`src/logic/timer2_pkg.sv`:
```
// Shared constants for the 16-bit capture/reload timer with baud and clock-out.
// Assumes a single system clock; no bus, all control bits arrive as ports.
package timer2_pkg;

    // Counter geometry
    localparam int          COUNT_W       = 16;
    localparam int          BYTE_W        = 8;
    localparam logic [15:0] COUNT_ONES    = 16'hFFFF;
    localparam logic [15:0] COUNT_ZERO    = 16'h0000;
    localparam logic [15:0] COUNT_RST     = 16'h0000;
    localparam logic [15:0] RELOAD_RST    = 16'h0000;

    // Byte positions inside the 16-bit count
    localparam int          HI_MSB        = 15;
    localparam int          HI_LSB        = 8;
    localparam int          LO_MSB        = 7;
    localparam int          LO_LSB        = 0;

    // Rate dividers of the system clock
    localparam int          DIV_SLOW      = 12;
    localparam int          DIV_HALF      = 2;
    localparam int          PRESC_W       = 4;

    // Reset levels of flags and pins
    localparam logic        FLAG_RST      = 1'b0;
    localparam logic        PIN_RST       = 1'b0;
    localparam logic        SYNC_RST      = 1'b1;

    // Operating mode of the counter
    typedef enum logic [1:0] {
        MODE_CAPTURE,
        MODE_RELOAD_UP,
        MODE_UPDOWN,
        MODE_BAUD
    } mode_e;

endpackage

```
`src/logic/pin_sync.sv`:
```
// Three-flop pin synchroniser with agreement filter and falling-edge pulse.
// Assumes the pin is asynchronous to ref_clk; idles high after reset.
`timescale 1ns/1ns
`default_nettype none
module pin_sync
    import timer2_pkg::*;
(
    // Clock and reset
    input  wire logic ref_clk,
    input  wire logic arst_n,
    // Pin side
    input  wire logic pinIn,
    // Synchronous side
    output logic      level,
    output logic      fall
);

    logic stage1_reg;
    logic stage2_reg;
    logic stage3_reg;
    logic level_reg;
    logic fall_reg;

    // Level only moves once the last two stages agree
    wire agree     = (stage2_reg == stage3_reg);
    wire levelNext = agree ? stage3_reg : level_reg;
    wire fallNext  = level_reg & ~levelNext;

    always_ff @(posedge ref_clk or negedge arst_n) begin
        if (!arst_n) begin
            stage1_reg <= SYNC_RST;
            stage2_reg <= SYNC_RST;
            stage3_reg <= SYNC_RST;
            level_reg  <= SYNC_RST;
            fall_reg   <= 1'b0;
        end else begin
            stage1_reg <= pinIn;
            stage2_reg <= stage1_reg;
            stage3_reg <= stage2_reg;
            level_reg  <= levelNext;
            fall_reg   <= fallNext;
        end
    end

    assign level = level_reg;
    assign fall  = fall_reg;
endmodule
`default_nettype wire

```
`src/logic/clk_prescaler.sv`:
```
// Enable-pulse prescaler: one pulse every SLOW_DIV and every HALF_DIV clocks.
// Assumes ref_clk is the system clock; runs freely from reset.
`timescale 1ns/1ns
`default_nettype none
module clk_prescaler
    import timer2_pkg::*;
#(
    parameter int SLOW_DIV = DIV_SLOW,
    parameter int HALF_DIV = DIV_HALF
) (
    // Clock and reset
    input  wire logic ref_clk,
    input  wire logic arst_n,
    // Enable pulses
    output logic      tickSlow,
    output logic      tickHalf
);

    if (SLOW_DIV < 2 || SLOW_DIV > (1 << PRESC_W) || HALF_DIV != 2) begin : gBadDiv
        $error("clk_prescaler: unsupported divider");
    end

    localparam logic [PRESC_W-1:0] SLOW_LAST = PRESC_W'(SLOW_DIV - 1);

    logic [PRESC_W-1:0] slowCnt_reg;
    logic               halfPh_reg;
    logic               tickSlow_reg;
    logic               tickHalf_reg;

    wire                slowWrap    = (slowCnt_reg == SLOW_LAST);
    wire [PRESC_W-1:0]  slowCntNext = slowWrap ? '0 : slowCnt_reg + 1'b1;

    always_ff @(posedge ref_clk or negedge arst_n) begin
        if (!arst_n) begin
            slowCnt_reg  <= '0;
            halfPh_reg   <= 1'b0;
            tickSlow_reg <= 1'b0;
            tickHalf_reg <= 1'b0;
        end else begin
            slowCnt_reg  <= slowCntNext;
            halfPh_reg   <= ~halfPh_reg;
            tickSlow_reg <= slowWrap;
            tickHalf_reg <= halfPh_reg;
        end
    end

    assign tickSlow = tickSlow_reg;
    assign tickHalf = tickHalf_reg;
endmodule
`default_nettype wire

```
`src/logic/timer2_core.sv`:
```
// 16-bit timer/counter: capture, auto-reload up or up/down, baud, clock-out.
// Assumes software drives the control bits and byte writes as same-clock ports.
//
// Overview of operation
// - 16-bit counter is an internal timer or an external event counter by select bit.
// - Capture mode without trigger enable: plain counter, overflow sets overflow flag.
// - Capture mode with trigger enable: trigger falling edge copies count to capture bytes.
// - That capture also sets external flag, which shares the timer interrupt.
// - Up-only reload mode: overflow past all ones sets flag and loads reload value.
// - Up-only reload mode with enable: trigger falling edge reloads and sets external flag.
// - Up-only reload mode: interrupt asserted when enabled and either flag is one.
// - Up/down mode, trigger high: count up, overflow sets flag and reloads.
// - Up/down mode, trigger low: count down, match with reload sets flag, loads ones.
// - Up/down mode: external flag toggles on each wrap and raises no interrupt.
// - Clock select bits route timer 1 or this timer overflow to transmitter/receiver.
// - Baud mode: high byte rollover reloads, sets no flag, raises no interrupt.
// - Baud mode with enable: trigger falling edge sets external flag only.
// - Baud mode counts at half system clock or from the count pin.
// - Clock-out enabled and reload selected: 50% square wave driven on the pin.
// - Clock-out mode: count at half system clock, reload on each overflow.
// - Clock-out mode: overflows never set overflow flag nor interrupt.
// - Baud generation and clock-out may run together from one overflow rate.
// - Timer operation counts system clock divided by twelve or undivided.
// - Either clock select bit forces auto-reload, ignoring capture select.
// - Overflow flag is cleared by software only; external flag by software or an up/down wrap toggle.
// - Counter operation counts falling edges of the count pin.
`timescale 1ns/1ns
`default_nettype none
module timer2_core
    import timer2_pkg::*;
(
    // Clock and reset
    input  wire logic        ref_clk,
    input  wire logic        arst_n,
    // Control bits
    input  wire logic        run_bit,
    input  wire logic        cnt_sel,
    input  wire logic        cap_rel_sel,
    input  wire logic        ext_trig_en,
    input  wire logic        down_cnt_en,
    input  wire logic        clkout_en,
    input  wire logic        clk_rate_sel,
    input  wire logic        tx_clk_sel,
    input  wire logic        rx_clk_sel,
    input  wire logic        irqEn,
    // Software byte writes and flag clears
    input  wire logic [7:0]  wrData,
    input  wire logic        wrCountHi,
    input  wire logic        wrCountLo,
    input  wire logic        wrReloadHi,
    input  wire logic        wrReloadLo,
    input  wire logic        clrOvfFlag,
    input  wire logic        clrExtFlag,
    // Pins
    input  wire logic        count_pin,
    input  wire logic        trigger_pin,
    output logic             clkoutPinOut,
    output logic             clkoutPinOe,
    // Serial port baud side
    input  wire logic        timer1Ovf,
    output logic             txBaudTick,
    output logic             rxBaudTick,
    // Status
    output logic [7:0]       count_hi,
    output logic [7:0]       count_lo,
    output logic [7:0]       cap_reload_hi,
    output logic [7:0]       cap_reload_lo,
    output logic             ovf_flag,
    output logic             ext_flag,
    output logic             timerIrq
);

    ////////////////////////////////////////////////////////////////////////////
    // Pin conditioning and rate ticks

    logic countLevel;
    logic countFall;
    logic trigLevel;
    logic trigFall;
    logic tickSlow;
    logic tickHalf;

    pin_sync uCountSync (
        .ref_clk (ref_clk),
        .arst_n  (arst_n),
        .pinIn   (count_pin),
        .level   (countLevel),
        .fall    (countFall)
    );

    pin_sync uTrigSync (
        .ref_clk (ref_clk),
        .arst_n  (arst_n),
        .pinIn   (trigger_pin),
        .level   (trigLevel),
        .fall    (trigFall)
    );

    clk_prescaler #(
        .SLOW_DIV (DIV_SLOW),
        .HALF_DIV (DIV_HALF)
    ) uPresc (
        .ref_clk  (ref_clk),
        .arst_n   (arst_n),
        .tickSlow (tickSlow),
        .tickHalf (tickHalf)
    );

    ////////////////////////////////////////////////////////////////////////////
    // Registers

    logic [15:0] count_reg;
    logic [15:0] reload_reg;
    logic        ovfFlag_reg;
    logic        extFlag_reg;
    logic        irq_reg;
    logic        txTick_reg;
    logic        rxTick_reg;
    logic        clkPin_reg;
    logic        clkOe_reg;

    ////////////////////////////////////////////////////////////////////////////
    // Mode decode

    wire   baudSel     = tx_clk_sel | rx_clk_sel;
    wire   clkoutMode  = clkout_en & ~cap_rel_sel;
    mode_e mode;

    assign mode = baudSel     ? MODE_BAUD      :
                  cap_rel_sel ? MODE_CAPTURE   :
                  down_cnt_en ? MODE_UPDOWN    : MODE_RELOAD_UP;

    wire isCapture = (mode == MODE_CAPTURE);
    wire isUpDown  = (mode == MODE_UPDOWN);
    wire isBaud    = (mode == MODE_BAUD);

    ////////////////////////////////////////////////////////////////////////////
    // Count source

    // Baud and clock-out both run from the half-rate tick so they share one rate
    wire halfRate  = isBaud | clkoutMode;
    wire timerTick = halfRate ? tickHalf : (clk_rate_sel | tickSlow);
    wire srcTick   = cnt_sel ? countFall : timerTick;
    wire step      = run_bit & srcTick;

    // Direction only matters in up/down mode; otherwise always up
    wire countUp   = ~isUpDown | trigLevel;
    wire atOnes    = (count_reg == COUNT_ONES);
    wire atReload  = (count_reg == reload_reg);
    wire wrapEvt   = step & (countUp ? atOnes : atReload);

    // Trigger events act regardless of the run bit
    wire trigEvt   = ext_trig_en & trigFall;
    wire capEvt    = trigEvt & isCapture;
    wire trigLoad  = trigEvt & (mode == MODE_RELOAD_UP);

    ////////////////////////////////////////////////////////////////////////////
    // Count next value

    wire [15:0] countWr   = {wrCountHi ? wrData : count_reg[HI_MSB:HI_LSB],
                             wrCountLo ? wrData : count_reg[LO_MSB:LO_LSB]};
    wire        countWrEn = wrCountHi | wrCountLo;

    wire [15:0] wrapVal   = isCapture ? COUNT_ZERO :
                            countUp   ? reload_reg :
                                        COUNT_ONES;
    wire [15:0] stepVal   = countUp ? count_reg + 16'h0001 : count_reg - 16'h0001;

    wire [15:0] countNext = countWrEn ? countWr    :
                            trigLoad  ? reload_reg :
                            wrapEvt   ? wrapVal    :
                            step      ? stepVal    : count_reg;

    ////////////////////////////////////////////////////////////////////////////
    // Capture/reload next value

    wire [15:0] reloadWr   = {wrReloadHi ? wrData : reload_reg[HI_MSB:HI_LSB],
                              wrReloadLo ? wrData : reload_reg[LO_MSB:LO_LSB]};
    wire        reloadWrEn = wrReloadHi | wrReloadLo;
    wire [15:0] reloadNext = reloadWrEn ? reloadWr  :
                             capEvt     ? count_reg : reload_reg;

    ////////////////////////////////////////////////////////////////////////////
    // Flags and interrupt

    // Baud and clock-out wraps never raise the overflow flag
    wire ovfSet   = wrapEvt & ~isBaud & ~clkoutMode;
    wire ovfNext  = ovfSet | (ovfFlag_reg & ~clrOvfFlag);

    // Set wins over clear; in up/down the wrap toggle wins over clear
    wire extSet   = trigEvt & ~isUpDown;
    wire extHeld  = extFlag_reg & ~clrExtFlag;
    wire extNext  = isUpDown ? (wrapEvt ? ~extFlag_reg : extHeld)
                             : (extSet | extHeld);

    wire irqNext  = irqEn & (ovfFlag_reg | (extFlag_reg & ~isUpDown));

    ////////////////////////////////////////////////////////////////////////////
    // Baud ticks and clock-out pin

    wire txNext     = tx_clk_sel ? wrapEvt : timer1Ovf;
    wire rxNext     = rx_clk_sel ? wrapEvt : timer1Ovf;
    // Toggling per wrap gives an exact 50% duty cycle
    wire clkPinNext = clkoutMode & (wrapEvt ? ~clkPin_reg : clkPin_reg);

    always_ff @(posedge ref_clk or negedge arst_n) begin
        if (!arst_n) begin
            count_reg   <= COUNT_RST;
            reload_reg  <= RELOAD_RST;
            ovfFlag_reg <= FLAG_RST;
            extFlag_reg <= FLAG_RST;
            irq_reg     <= 1'b0;
            txTick_reg  <= 1'b0;
            rxTick_reg  <= 1'b0;
            clkPin_reg  <= PIN_RST;
            clkOe_reg   <= 1'b0;
        end else begin
            count_reg   <= countNext;
            reload_reg  <= reloadNext;
            ovfFlag_reg <= ovfNext;
            extFlag_reg <= extNext;
            irq_reg     <= irqNext;
            txTick_reg  <= txNext;
            rxTick_reg  <= rxNext;
            clkPin_reg  <= clkPinNext;
            clkOe_reg   <= clkoutMode;
        end
    end

    assign count_hi      = count_reg[HI_MSB:HI_LSB];
    assign count_lo      = count_reg[LO_MSB:LO_LSB];
    assign cap_reload_hi = reload_reg[HI_MSB:HI_LSB];
    assign cap_reload_lo = reload_reg[LO_MSB:LO_LSB];
    assign ovf_flag      = ovfFlag_reg;
    assign ext_flag      = extFlag_reg;
    assign timerIrq      = irq_reg;
    assign txBaudTick    = txTick_reg;
    assign rxBaudTick    = rxTick_reg;
    assign clkoutPinOut  = clkPin_reg;
    assign clkoutPinOe   = clkOe_reg;

    wire quiet = ~countWrEn & ~reloadWrEn & ~trigLoad;
endmodule
`default_nettype wire

```
`config.mk`:
```
export PLATFORM = sky130hd
export DESIGN_NAME = timer2_core
export DESIGN_NICKNAME = d
export VERILOG_FILES = /design/src/logic/timer2_pkg.sv /design/src/logic/pin_sync.sv /design/src/logic/clk_prescaler.sv /design/src/logic/timer2_core.sv
export SDC_FILE = /design/constraint.sdc
export NUM_CORES = 1
export LEC_CHECK = 0
export ABC_AREA = 1
export BUFFER_PORTS_ARGS = -buffer_cell sky130_fd_sc_hd__clkbuf_2
export CORE_MARGIN = 1.5
export CORE_UTILIZATION = 45
export CTS_CLUSTER_SIZE = 20
export DETAILED_ROUTE_END_ITERATION = 10
export PLACE_DENSITY = 0.73
export SETUP_SLACK_MARGIN = 0.02
export SLEW_MARGIN = 25
export SYNTH_ARGS = -nofsm -noshare
export SYNTH_HDL_FRONTEND = slang
export SYNTH_SLANG_ARGS = --single-unit
```
`constraint.sdc`:
```
create_clock -name ref_clk -period 2.13 [get_ports ref_clk]
set_input_delay 0.1065 -clock ref_clk [delete_from_list [all_inputs] [get_ports ref_clk]]
set_output_delay 0.1065 -clock ref_clk [all_outputs]
set_load 0.005 [all_outputs]
```
==> results.yml <==
layout:
  area.growth.synth_to_final_pct: 41.7
  post-route-util_pct: 66.1
  design.final.nets: 888
  antenna_cells: 0
  regArea_sq_um: 1410
  post_route_cells_drive_above_1_share_pct: 33.6
  filler_cell_count: 842
  multi_input_comb_area_sq_um: 2780
  final_cell_count_no_fill: 987
pwr:
  max-vdd-ir-drop_mv: 0.325
  total_power_mw: 3.56
  power.static_leakage_nw: 3.27
  total_switching_power_mw: 1.48
  power.share.clock_pct: 18.9
  internal-power_mw: 2.08
  power_density_nw_per_um2: 580
  share_comb_of_total_power_pct: 45.4
  power_frac_seq_pct: 35.7
  sw_frac_of_total_pct: 41.6
placement:
  place_inst: 961
  place.port_buffers: 67
  dp.final_hpwl_microns: 12600
  gp_congestion: 0.987
routing:
  detail_route.iter0.violations: 536
  via_count: 5500
  antenna_left: 0
  drt-vias-per-instance: 5.57
  remaining_drc_errors: 0
  drt_pre_antenna_iters: 5
  wire_per_inst_microns: 17.0
  wl_microns: 16800
timing:
  finalClockSkew_ns: 0.0137
  timing_worst_slew_pin_value_ns: 0.724
  final-setup-viol-count: 6
  period_minus_slack_ns: 2.16
  final_max_slew_viol_count: 0
  final_hold_vio_count: 0
  final.period_utilization_pct: 102
  setup_total_negative_slack_ns: -0.131
  slew_headroom_pct: 51.7
  rsz_0062_raised_after_global_routing: "true"
  post-route-worst-setup-slack_ns: -0.0334
  fmax_mhz: 462
clock_tree:
  clk_path_buf_depth: 2
  clk_pin_slew_ns: 0.12
  cts_max_level: 2
  clock_tree.root_cell: "sky130_fd_sc_hd__clkbuf_8"
  cts_tree: "built"
  worstSkewPairLatency_ns: 0.33
  cts_buffers: 5
  clock-sinks: 56
job:
  drv_cap: 0
grt:
  first_global_vias: 5114
  globalRouteMet2Util_pct: 54.5
  first_pass_grt_wire_length_microns: 25500
  total_routing_usage_reported_by_global_routing_pct: 32.3
  globalRoute.totalOverflow: 0
  grt_start_max_net_pins: 57
  gr-max-usage-layer: "met2"
  initial_antenna_violation_count: 0
  grt.met1_usage_pct: 41.5
  groute.layer.met3.usage_pct: 4.16
floorplan:
  die-width_microns: 101
  design.die.area_sq_um: 10200
  start_util_pct: 46.7
  core_sq_um: 9280
  rows: 35
  design.portCount: 68
  chipHeight_microns: 101
synthesis:
  synth_fp_nets: 722
  synth_cells: 691
  ys.warnings.count: 0
  yosysSeqAreaShare_pct: 32.6
  syn-cell-area_sq_um: 4330
  synth.avg_cell_area_sq_um: 6.27
  post_synth_num_cell_types: 32
  ys_seq_elements: 56
critical_path:
  timing.setup.critical_path_class: "reg -> reg"
  critical_path.endpoint_type: "flip-flop"
  critPathMostFrequentCell: "sky130_fd_sc_hd__nand2_4"
  critical_path_arrival_ns: 2.43
  worstPathRequired_ns: 2.39
  timing.critical_path.cells: "inv_4 > nand3_4 > buf_8 > nand2_4 > nand2_4 > inv_4 > ha_4 > inv_2 > nand2_4 > nand2_4 > nand2_4 > nand3_2 > nand2_1 > nand2_1 > nand3_1 > nand3_1 > nand2_1 > a21oi_2"
  critical_path.slowest_cell: "sky130_fd_sc_hd__dfstp_2"
  slowest_delay_ns: 0.57
  critical_path.startpoint_type: "flip-flop"
  critical_path_peak_fanout: 6
run_status:
  status: "finished, violations left"
  failed_checks: "setup timing"
hold_path:
  timing.hold.worst.class: "in -> reg"
==> power groups by stage <==
| stage | logic, mW | registers, mW | clock network [mW] |
|---|---|---|---|
| after floorplan | 0.690 | 1.28 | 0 |
| after global placement | 1.35 | 1.28 | 0 |
| after detailed placement | 1.37 | 1.28 | 0 |
| after CTS | 1.41 | 1.26 | 0.676 |
| after global routing | 1.76 | 1.28 | 0.720 |
| final | 1.62 | 1.27 | 0.672 |
==> per-stage QoR <==
| stage | area [sq um] | hold slack, ns | setup slack [ns] |
|---|---|---|---|
| after CTS | 5710 | 0.0212 | 0.0165 |
| after global placement | 5460 | 0.196 | -0.00120 |
| final | 6140 | 0.0189 | -0.0334 |
| after global routing | 6140 | 0.0350 | -0.164 |
| after detailed placement | 5460 | 0.197 | -0.0651 |
| after floorplan | 4330 | -0.189 | 0.0434 |
==> worst max-delay path, delay by kind of cell, from the launching register on <==
family          cells  cell delay (ns)
buf+inv             4             0.32
fa+ha+maj           1             0.15
flops               1             0.57
simple gates       12             0.93
compound gates      1             0.13
==> placed cells by master (no fill, tap or decap), types with 2 or more instances in the layout <==
cell type / netlist / routed
sky130_fd_sc_hd__dlygate4sd3_1: 0 / 5
sky130_fd_sc_hd__inv_1: 89 / 84
sky130_fd_sc_hd__buf_12: 0 / 4
sky130_fd_sc_hd__dfstp_2: 8 / 8
sky130_fd_sc_hd__a21oi_1: 45 / 33
sky130_fd_sc_hd__nand2_4: 0 / 12
sky130_fd_sc_hd__o21ai_1: 5 / 7
sky130_fd_sc_hd__inv_8: 0 / 2
sky130_fd_sc_hd__nand4_1: 31 / 31
sky130_fd_sc_hd__buf_4: 2 / 94
sky130_fd_sc_hd__inv_6: 0 / 2
sky130_fd_sc_hd__nor2_1: 88 / 76
sky130_fd_sc_hd__o21ai_2: 2 / 4
sky130_fd_sc_hd__clkbuf_2: 0 / 67
sky130_fd_sc_hd__or2_2: 2 / 2
sky130_fd_sc_hd__nor2_2: 0 / 8
sky130_fd_sc_hd__xor2_1: 6 / 6
sky130_fd_sc_hd__o21ai_0: 42 / 38
sky130_fd_sc_hd__nand3_4: 2 / 4
sky130_fd_sc_hd__nand2_2: 1 / 25
sky130_fd_sc_hd__nand3_1: 64 / 53
sky130_fd_sc_hd__a21oi_2: 0 / 12
sky130_fd_sc_hd__buf_6: 3 / 7
sky130_fd_sc_hd__nand3_2: 0 / 9
sky130_fd_sc_hd__clkbuf_16: 0 / 2
sky130_fd_sc_hd__dfrtp_1: 48 / 48
sky130_fd_sc_hd__a41oi_1: 11 / 11
sky130_fd_sc_hd__inv_4: 0 / 3
sky130_fd_sc_hd__nand2_1: 205 / 169
sky130_fd_sc_hd__maj3_1: 2 / 2
sky130_fd_sc_hd__clkbuf_8: 0 / 5
sky130_fd_sc_hd__inv_2: 5 / 6
sky130_fd_sc_hd__nor2_4: 5 / 9
==> logic make-up after synthesis <==
kind of cell / share of synthesized area, %
simple gates: 40.3
buf+inv: 10.9
compound gates: 13.7
flops: 32.6
xor+xnor: 1.42
fa+ha+maj: 1.04
==> cell type report <==
class / instances / area share (%)
Timing Repair Buffer: 180 / 21.4
Sequential cell: 56 / 23.0
Tap cell: 129 / 2.63
Inverter: 95 / 6.05
Clock buffer: 5 / 1.12
Clock inverter: 3 / 0.469
Multi-Input combinational cell: 519 / 45.3
==> metal layers <==
metal | part of all wire (%) | vias up | wire length, microns
li1 | - | 2585 | -
met1 | 40 | 2538 | 6630
met2 | 47 | 307 | 7880
met3 | 8.2 | 70 | 1370
met4 | 5.3 | 0 | 892
met5 | 0 | - | 0
==> final timing paths <==
check | startpoint | slack [ns] | end | cells after the start
worst min-delay path | timer1Ovf | 0.02 | txBaudTick | 3
worst max-delay path | uTrigSync.level | -0.03 | count_reg[12] | 18
min in group asynchronous | arst_n | 0.45 | reload_reg[3] | 3
worst max register to register | uTrigSync.level | -0.03 | count_reg[12] | 18
worst min register to register | uTrigSync.stage1_reg | 0.36 | uTrigSync.stage2_reg | 0
max in group asynchronous | arst_n | 1.20 | reload_reg[13] | 3
==> cell usage after synthesis (all sizes together) <==
cell type | count | area, sq um
a21boi | 1 | 7.51
a21oi | 45 | 225
a41oi | 11 | 96.3
buf | 13 | 87.6
clkbuf | 8 | 30.0
clkinv | 1 | 3.75
dfrtp | 48 | 1200
dfstp | 8 | 210
ha | 2 | 25.0
inv | 94 | 353
maj3 | 2 | 20.0
nand2 | 206 | 776
nand3 | 66 | 355
nand4 | 31 | 194
nor2 | 93 | 387
nor3b | 1 | 7.51
nor4 | 1 | 12.5
o21a | 1 | 7.51
o21ai | 49 | 253
o22ai | 1 | 6.26
or2 | 2 | 12.5
xnor2 | 1 | 8.76
xor2 | 6 | 52.6
==> repair_timing <==
| action | CTS | global route |
|---|---|---|
| setup endpoints to repair | 16 | 17 |
| gates resized for setup | 19 | 101 |
| setup buffers | 6 | 6 |
| hold buffers | 5 | 0 |
| endpoints found under the hold margin | 52 | 0 |
| cloned | 0 | 2 |
| pin swaps | 9 | 38 |
Note: power is estimated with default switching activity, not from simulation.
